==> config.mk <==
export PLATFORM = sky130hd
export DESIGN_NAME = gpos_alias
export DESIGN_NICKNAME = d
export VERILOG_FILES = /design/src/rtl/gpos_pkg.sv /design/src/rtl/gpos_alias.sv
export VERILOG_INCLUDE_DIRS = /design/src /design/src/rtl
export SDC_FILE = /design/constraint.sdc
export NUM_CORES = 1
export LEC_CHECK = 0
export BUFFER_PORTS_ARGS = -buffer_cell sky130_fd_sc_hd__buf_2
export CAP_MARGIN = 20
export CORE_MARGIN = 2
export CORE_UTILIZATION = 38
export CTS_BUF_LIST = sky130_fd_sc_hd__clkbuf_4 sky130_fd_sc_hd__clkbuf_8 sky130_fd_sc_hd__clkbuf_16
export CTS_CLUSTER_DIAMETER = 200
export DETAILED_ROUTE_END_ITERATION = 6
export PLACE_DENSITY = 0.62
export SLEW_MARGIN = 25
export SYNTH_ARGS = -nofsm -noshare
export SYNTH_HDL_FRONTEND = slang
export SYNTH_SLANG_ARGS = --single-unit
==> constraint.sdc <==
create_clock -name aclk -period 1.99 [get_ports aclk]
set_input_delay 0.398 -clock aclk [delete_from_list [all_inputs] [get_ports aclk]]
set_output_delay 0.398 -clock aclk [all_outputs]
set_load 0.005 [all_outputs]
==> src/rtl/gpos_map.svh <==
// Register offsets and reset values of the output set/clear alias block
`ifndef GPOS_MAP_SVH
`define GPOS_MAP_SVH

`define GPOS_OFS_OUTPUT_DIRECT     12'h504
`define GPOS_OFS_OUTPUT_SET_ALIAS  12'h508
`define GPOS_OFS_OUTPUT_CLR_ALIAS  12'h50C
`define GPOS_LATCH_RESET           32'h00000000
`define GPOS_RESP_OKAY             2'h0
`define GPOS_RESP_SLVERR           2'h2

`endif

==> src/rtl/gpos_pkg.sv <==
// Types shared by the output set/clear alias block
package gpos_pkg;

  // Decoded target of a register access
  typedef enum logic [1:0] {
    GPOS_SEL_NONE,
    GPOS_SEL_SET,
    GPOS_SEL_CLR
  } gpos_sel_t;

  // One AXI4-Lite response word
  typedef struct packed {
    logic [31:0] data;
    logic [1:0]  resp;
  } gpos_rsp_t;

endpackage

==> src/rtl/gpos_alias.sv <==
// Output latch with atomic set and clear alias registers on AXI4-Lite
// Bus timing
//   Address and data are taken in either order or at the same edge.
//   The write is applied one edge after the later of the two is taken;
//   the latch and the write response change at that same edge.
//   The response stands until bready is seen high; only then may a new
//   address or data word be taken.
//   A read captures the latch at the edge that takes its address; the
//   data stands from the next cycle until rready is seen high.
//   Reads and writes run side by side; a read taken at the edge that
//   applies a write returns the latch as it was before that write.
//
// Clock enable
//   While clk_en is low no state moves and every ready and valid output
//   reads low, so the bus simply stalls. Reset still acts.
//   pin_out and read data keep their values through the freeze.
//
// Limitations
//   One write and one read are tracked at a time.
//   Byte strobes mask which latch bits a set or a clear may touch.
//   Offsets other than the two aliases answer with a slave error, have
//   no effect, and read back as zero.
//   Address bits above the decoded width are not looked at, so the
//   block repeats through any larger window it is placed in.
//   pin_out follows the latch directly; pad drivers and direction
//   control live outside this block.
//
// Decided for this implementation: the AXI4-Lite slave port and the register addresses.
`include "gpos_map.svh"
`timescale 1ns/10ps
`default_nettype none

module gpos_alias #(
  parameter int ADDR_W = 12,
  parameter int PINS   = 32
) (
  input  wire logic              aclk,
  input  wire logic              aresetn,
  input  wire logic              clk_en,
  input  wire logic [ADDR_W-1:0] s_axi_awaddr,
  input  wire logic              s_axi_awvalid,
  output logic                   s_axi_awready,
  input  wire logic [31:0]       s_axi_wdata,
  input  wire logic [3:0]        s_axi_wstrb,
  input  wire logic              s_axi_wvalid,
  output logic                   s_axi_wready,
  output logic [1:0]             s_axi_bresp,
  output logic                   s_axi_bvalid,
  input  wire logic              s_axi_bready,
  input  wire logic [ADDR_W-1:0] s_axi_araddr,
  input  wire logic              s_axi_arvalid,
  output logic                   s_axi_arready,
  output logic [31:0]            s_axi_rdata,
  output logic [1:0]             s_axi_rresp,
  output logic                   s_axi_rvalid,
  input  wire logic              s_axi_rready,
  output logic [PINS-1:0]        pin_out
);

  ////////////////////////////////////////////////////////////////////////////
  // Address decode, shared by read and write paths
  // Low two address bits are ignored; each register is one aligned word
  function automatic gpos_pkg::gpos_sel_t decode(
    input logic [ADDR_W-1:0] addr
  );
    logic [11:0] a;
    a = 12'(addr) & 12'hFFC;
    if (a == `GPOS_OFS_OUTPUT_SET_ALIAS) begin
      decode = gpos_pkg::GPOS_SEL_SET;
    end else if (a == `GPOS_OFS_OUTPUT_CLR_ALIAS) begin
      decode = gpos_pkg::GPOS_SEL_CLR;
    end else begin
      decode = gpos_pkg::GPOS_SEL_NONE;
    end
  endfunction

  // Expand byte strobes into a bit mask
  function automatic logic [31:0] strb_mask(input logic [3:0] strb);
    logic [31:0] m;
    m = 32'h00000000;
    for (int i = 0; i < 4; i++) begin
      m[i*8 +: 8] = {8{strb[i]}};
    end
    strb_mask = m;
  endfunction

  ////////////////////////////////////////////////////////////////////////////
  logic [PINS-1:0]         latch_q;
  logic                    aw_held_q;
  logic [ADDR_W-1:0]       awaddr_q;
  logic                    w_held_q;
  logic [31:0]             wdata_q;
  logic [3:0]              wstrb_q;
  logic                    bvalid_q;
  logic [1:0]              bresp_q;
  logic                    rvalid_q;
  gpos_pkg::gpos_rsp_t     rsp_q;
  logic                    wr_fire;
  gpos_pkg::gpos_sel_t     wr_sel;
  logic [PINS-1:0]         wr_bits;

  // Channels accept while no response is pending; every ready and valid
  // is held low while clk_en is low, so no transfer completes against
  // frozen state and no response is seen twice
  assign s_axi_awready = clk_en & ~aw_held_q & ~bvalid_q;
  assign s_axi_wready  = clk_en & ~w_held_q & ~bvalid_q;
  assign s_axi_arready = clk_en & ~rvalid_q;
  assign s_axi_bvalid  = clk_en & bvalid_q;
  assign s_axi_bresp   = bresp_q;
  assign s_axi_rvalid  = clk_en & rvalid_q;
  assign s_axi_rdata   = rsp_q.data;
  assign s_axi_rresp   = rsp_q.resp;
  assign pin_out       = latch_q;

  // Write happens once both address and data are held
  // and no earlier response is still waiting to be taken
  assign wr_fire = aw_held_q & w_held_q & ~bvalid_q;
  assign wr_sel  = decode(awaddr_q);
  assign wr_bits = PINS'(wdata_q & strb_mask(wstrb_q));

  ////////////////////////////////////////////////////////////////////////////
  // Capture write address
  // Held until the matching data is also held, then released together
  always_ff @(posedge aclk) begin
    if (!aresetn) begin
      aw_held_q <= 1'b0;
      awaddr_q  <= '0;
    end else if (clk_en) begin
      if (s_axi_awvalid && s_axi_awready) begin
        aw_held_q <= 1'b1;
        awaddr_q  <= s_axi_awaddr;
      end else if (wr_fire) begin
        aw_held_q <= 1'b0;
      end
    end
  end

  // Capture write data and strobes
  // Strobes are kept with the data so a partial write masks its bits
  always_ff @(posedge aclk) begin
    if (!aresetn) begin
      w_held_q <= 1'b0;
      wdata_q  <= 32'h00000000;
      wstrb_q  <= 4'h0;
    end else if (clk_en) begin
      if (s_axi_wvalid && s_axi_wready) begin
        w_held_q <= 1'b1;
        wdata_q  <= s_axi_wdata;
        wstrb_q  <= s_axi_wstrb;
      end else if (wr_fire) begin
        w_held_q <= 1'b0;
      end
    end
  end

  // Output latch updated by set or clear alias writes; only one write is
  // applied per edge, so a set and a clear never meet in the same cycle
  always_ff @(posedge aclk) begin
    if (!aresetn) begin
      latch_q <= PINS'(`GPOS_LATCH_RESET);
    end else if (clk_en && wr_fire) begin
      if (wr_sel == gpos_pkg::GPOS_SEL_SET) begin
        latch_q <= latch_q | wr_bits;
      end else if (wr_sel == gpos_pkg::GPOS_SEL_CLR) begin
        latch_q <= latch_q & ~wr_bits;
      end
    end
  end

  // Write response, error for unmapped offsets
  always_ff @(posedge aclk) begin
    if (!aresetn) begin
      bvalid_q <= 1'b0;
      bresp_q  <= `GPOS_RESP_OKAY;
    end else if (clk_en) begin
      if (wr_fire) begin
        bvalid_q <= 1'b1;
        // Unmapped offsets are answered but leave the latch alone
        if (wr_sel == gpos_pkg::GPOS_SEL_NONE) begin
          bresp_q <= `GPOS_RESP_SLVERR;
        end else begin
          bresp_q <= `GPOS_RESP_OKAY;
        end
      end else if (s_axi_bready) begin
        bvalid_q <= 1'b0;
      end
    end
  end

  // Read path returns latch for either alias, no side effect
  // Latch is sampled at the address edge; a write applied at that same
  // edge shows in the next read, not this one
  always_ff @(posedge aclk) begin
    if (!aresetn) begin
      rvalid_q <= 1'b0;
      rsp_q    <= '0;
    end else if (clk_en) begin
      if (s_axi_arvalid && s_axi_arready) begin
        rvalid_q <= 1'b1;
        if (decode(s_axi_araddr) == gpos_pkg::GPOS_SEL_NONE) begin
          rsp_q.data <= 32'h00000000;
          rsp_q.resp <= `GPOS_RESP_SLVERR;
        end else begin
          rsp_q.data <= 32'(latch_q);
          rsp_q.resp <= `GPOS_RESP_OKAY;
        end
      end else if (s_axi_rready) begin
        rvalid_q <= 1'b0;
      end
    end
  end

endmodule

`default_nettype wire

# Yosys cells after proc, flatten, opt, wreduce, memory -nomap -nowiden
# Index checks and enable logic that the tools add are counted.
[word_totals]
reg_bits = 120
in_bits = 68
output_inout_bits = 73
wordCells = 72
[op_classes]
n_eq_ne = 6
muxes = 18
bitwise_logic = 17
n_reduce_logical = 20
[op_table]
columns = ["op", "n"]
rows = [
  ["32-bit bitwise AND", 2],
  ["32-bit two-way mux", 2],
  ["10-bit by 9-bit == test with 1-bit output (second input constant)", 4],
  ["34-bit two-way mux", 1],
  ["32-bit NOT", 1],
  ["32-bit bitwise OR", 1],
  ["2-bit AND reduction", 9],
  ["2-bit two-way mux", 8],
  ["2-bit nonzero test", 5],
  ["1-bit bitwise AND", 9],
  ["1-bit two-way mux", 7],
  ["1-bit logical AND", 4],
  ["2-bit zero test", 2],
  ["1-bit NOT", 4],
  ["2-bit by 1-bit == test with 1-bit output (second input constant)", 1],
  ["2-bit == test (second input constant)", 1],
]

# Longest topological paths before layout
[logic_depth]
word_depth = 8
depth_mapped = 6
depth_no_buf = 3

# Worst setup path after synthesis
# OpenSTA, ideal clock, no wires.
[synth_timing]
path_kind = "flip-flop to flip-flop"
from = "register awaddr_q[5]"
to = "register (tool-made name)"
setup_time_ns = 0.129
arrival_ns = 1.664
required_ns = 1.861
setup_slack_ns = 0.197
stages_incl_launch_ff = 7
path_buffers = 3
synth_period_minus_slack_ns = 1.793
path_cell_list = "dfxtp_1 -> or4b_4 -> buf_6 -> buf_6 -> clkbuf_1 -> o41ai_1 -> a21oi_1"
[synth_lines]
columns = ["element", "line_no", "source"]
rows = [
  ["from (decl)", "gpos_alias.sv:90", "logic [ADDR_W-1:0] awaddr_q;"],
  ["from (signal assigned)", "gpos_alias.sv:131", "awaddr_q <= s_axi_awaddr;"],
]

==> PnR_summary.wiki <==
{| class="wikitable"
! Metric !! Value
|-
| Status || finished, final reports clean
|-
| Final number of setup-violating endpoints || 0
|-
| Per-cell via count in the routed design || 5.34
|-
| Ratio of cells with drive above 1 in the final layout || 0.269
|-
| Clock-pin transition on the worst setup and hold timing paths || 0.05 ns
|-
| Netlist area before placement || about 5000 sq um
|-
| Critical Path Max Stage Delay || approximately 0.55 ns
|-
| Power per Cell Area || 911 nW/um^2
|-
| Placement row count || 42
|-
| Gate count of the mapped netlist || just under 600
|-
| Data required time at the worst endpoint || 2.33 ns
|-
| 1st-iter DRT viols || roughly 320
|-
| Count of nets left with antenna violations after detail routing || 0
|-
| H-tree lvl count || 4
|-
| Count of flip-flops with a built-in enable after synthesis || 0
|-
| Antenna violations before repair || 1
|-
| Critical path cell sequence || or4b_4 > buf_12 > or4_1 > a21oi_1
|-
| Final Critical Period || around 1.9 ns
|-
| Cell type with the largest total area after synthesis || sky130_fd_sc_hd__dfxtp_1
|-
| Net count reported at finish || 749
|-
| Total Power || 5.85 mW
|-
| Placed Instance Area || between 5000 and 6000 sq um
|-
| First-pass iteration count of the detailed router || 4
|-
| Switching part of the total power || 0.218
|-
| Share of total power in the clock network || 0.521
|-
| Worst setup slack after layout || 0.114 ns
|-
| TritonCTS clock tree || yes
|-
| Vias || 4647
|-
| Cell Int Power || 4.57 mW
|-
| Primary FF master, synth || sky130_fd_sc_hd__dfxtp_1
|-
| # port buffers || 133
|-
| Fraction of post-synthesis cell area in the top cell type by area || 0.461
|-
| Slew Limit Fails || 0
|-
| First-pass GRT wire length || ~21000 um
|-
| Warnings from Yosys || 0
|-
| Slew Limit Headroom || 0.606
|-
| Maximum clock frequency || ~0.53 GHz
|-
| Proportion of synthesized chip area in sequential cells || 0.461
|-
| Final weighted congestion in routability-driven placement || 0.723
|-
| Post-route cell area || ~6400 sq um
|-
| Vias in the first global route || 4467
|-
| Maxcap violations || 0
|-
| Buffer levels on the longest clock path || 2
|-
| DPL Wire Length || 8010 um
|-
| Growth of design area from synthesis to finish || 27.3%
|-
| Number of distinct library cells after synthesis || 35
|-
| Slowest cell on crit path || sky130_fd_sc_hd__or4_1
|-
| Die Y || between 100 and 150 um
|-
| Flops & latches, synth || ~120
|-
| Clock latency of the later-clocked register in the worst-skew pair || 0.41 ns
|-
| Endpoint type of the worst setup path || register
|-
| Std-Cell Core Area || 13100 sq um
|-
| Cts hold-fix bufs || 0
|-
| Number of sinks handled by clock tree synthesis || ~120
|-
| Number of antenna repair diodes || 0
|-
| Skew final || between 0.004 and 0.005 ns
|-
| Die area || 14200 sq um
|-
| Critical path data arrival time || 2.22 ns
|-
| Kind of start point of the critical path || register
|-
| Class of the worst hold path || in -> reg
|-
| Switching pwr || 1.27 mW
|-
| Residual DRC count || 0
|-
| Critical path start-end classification || reg -> reg
|-
| Fill count || around 1200
|-
| Logic gate share of total power || 0.063
|-
| Maximum fanout along the worst path || 65
|-
| Share of synthesized registers carrying an async set or reset || 0
|-
| I/O pin count || 141
|-
| Pin count of the biggest net entering global routing || 66
|-
| Starting utilization of the core area || 0.385
|-
| Die width || 119 um
|-
| Post-detailed-routing wire length || 13100 um
|-
| Clock Tree Root || sky130_fd_sc_hd__clkbuf_16
|-
| Unrepaired setup endpoints after global routing || false
|-
| Part of the power in registers || 0.416
|-
| Number of endpoints with negative hold slack in the final report || 0
|-
| Total of cells resized after clock tree synthesis || 0
|-
| Post-Place Setup Slack || 0.150 ns
|-
| Routed wire per std cell || 15.0 um
|-
| Setup bufs post-CTS || 0
|-
| Slew at the pin with the worst max-slew slack || 0.590 ns
|-
| Share of the clock period used by the worst path || 0.942
|-
| Main area contributors after synthesis || sky130_fd_sc_hd__dfxtp_1 46%, sky130_fd_sc_hd__nand2_1 7.0%, sky130_fd_sc_hd__a21boi_0 6.9%, sky130_fd_sc_hd__a22o_1 5.6%, sky130_fd_sc_hd__o41ai_1 5.4%
|-
| Overall routing resource usage || 0.189
|-
| Static Leakage || 2.47 nW
|-
| Setup total negative slack || 0 ns
|-
| Average instance area after synthesis || approximately 8.6 sq um
|-
| Congestion Overflow GR || 0
|-
| Peak supply drop || 0.499 mV
|-
| Clock buffer count from CTS || 17
|}
-- metal layers --
layer,part of all wire,global-route usage,vias up
li1,-,-,2311
met1,0.45,0.229,2195
met3,0.056,0.0570,19
met5,0.00084,0,-
met4,0.015,0.0878,2
met2,0.48,0.308,120
-- power by group through the flow --
stage / Clock (mW) / Combinational (mW) / Sequential, mW
after floorplan: 0 / 0.247 / 2.45
after detailed placement: 0 / 0.369 / 2.48
after global routing: 3.22 / 0.408 / 2.44
final: 3.05 / 0.366 / 2.43
after global placement: 0 / 0.358 / 2.47
after CTS: 3.10 / 0.370 / 2.43
-- per-stage QoR --
| step | util | std cells | hold slack [ns] |
|---|---|---|---|
| 2_1_floorplan | - | 585 | 0.439 |
| 3_3_place_gp | 0.445 | 838 | 0.450 |
| 3_5_place_dp | 0.445 | 838 | 0.456 |
| 4_1_cts | 0.490 | 870 | 0.218 |
| 5_1_grt | 0.490 | 870 | 0.232 |
| 6_report | 0.490 | 870 | 0.233 |
-- cell usage after synthesis (2+ instances only) --
library cell	count
sky130_fd_sc_hd__o41ai_1	31
sky130_fd_sc_hd__dfxtp_1	116
sky130_fd_sc_hd__a22o_1	32
sky130_fd_sc_hd__inv_1	31
sky130_fd_sc_hd__nor4bb_1	2
sky130_fd_sc_hd__nor2b_1	6
sky130_fd_sc_hd__a21boi_0	46
sky130_fd_sc_hd__nand2_1	94
sky130_fd_sc_hd__buf_6	6
sky130_fd_sc_hd__buf_1	2
sky130_fd_sc_hd__a21oi_1	36
sky130_fd_sc_hd__or4b_4	2
sky130_fd_sc_hd__o21ai_0	2
sky130_fd_sc_hd__nor2_1	3
sky130_fd_sc_hd__nand3_1	32
sky130_fd_sc_hd__nand4b_1	2
sky130_fd_sc_hd__buf_4	2
sky130_fd_sc_hd__and2_1	2
sky130_fd_sc_hd__nand4_1	32
sky130_fd_sc_hd__buf_2	4
sky130_fd_sc_hd__nand4bb_1	3
sky130_fd_sc_hd__clkbuf_1	55
sky130_fd_sc_hd__or4_1	31
-- area by class of cell --
| cell class | count | area (sq um) | area share |
|---|---|---|---|
| timing repair buffer | 146 | 838 | 0.131 |
| tap | 176 | 220 | 0.0343 |
| clock buffer | 28 | 527 | 0.0821 |
| sequential | 116 | 2320 | 0.362 |
| inverter | 31 | 116 | 0.0181 |
| multi-input combinational | 369 | 2320 | 0.362 |
| clock inverter | 4 | 70.1 | 0.0109 |
-- cell usage in the layout (no fill, tap or decap), drive strengths merged, types with 2 or more instances in the layout --
cell,n
o21ai,2
conb,2
nand4bb,3
nor4bb,2
nor2b,6
o41ai,31
or4b,2
a22o,32
and2,2
a21oi,36
nand2,94
inv,31
nor2,3
clkbuf,28
a21boi,46
bufinv,2
nand4b,2
nor4,2
nand4,32
buf,146
dfxtp,116
nand3,32
or4,31
clkinv,2
-- critical path, delay by kind of cell, from the launching register on --
| family | cells | cell delay (ns) |
|---|---|---|
| AND/OR/NAND/NOR | 2 | 1.09 |
| flip-flops | 1 | 0.31 |
| AO/OA/AOI/OAI | 1 | 0.16 |
| buffers and inverters | 1 | 0.20 |
-- cells by family (layout without fill, tap and decap cells) --
family,count (synthesis),after routing,share of synthesized area
buffers and inverters,100,209,0.0859
flip-flops,116,116,0.461
AND/OR/NAND/NOR,217,217,0.232
AO/OA/AOI/OAI,150,150,0.221
other,1,2,0.000744
-- worst paths after layout --
| kind | start | endpoint | slack [ns] | cells past startpoint |
|---|---|---|---|---|
| hold reg to reg | awaddr_q[2] | awaddr_q[2] | 0.46 | 2 |
| setup / recovery | awaddr_q[5] | register | 0.11 | 4 |
| setup reg to reg | awaddr_q[5] | register | 0.11 | 4 |
| hold / removal | s_axi_wdata[0] | wdata_q[0] | 0.23 | 3 |
Note: power is estimated with default switching activity, not from simulation.
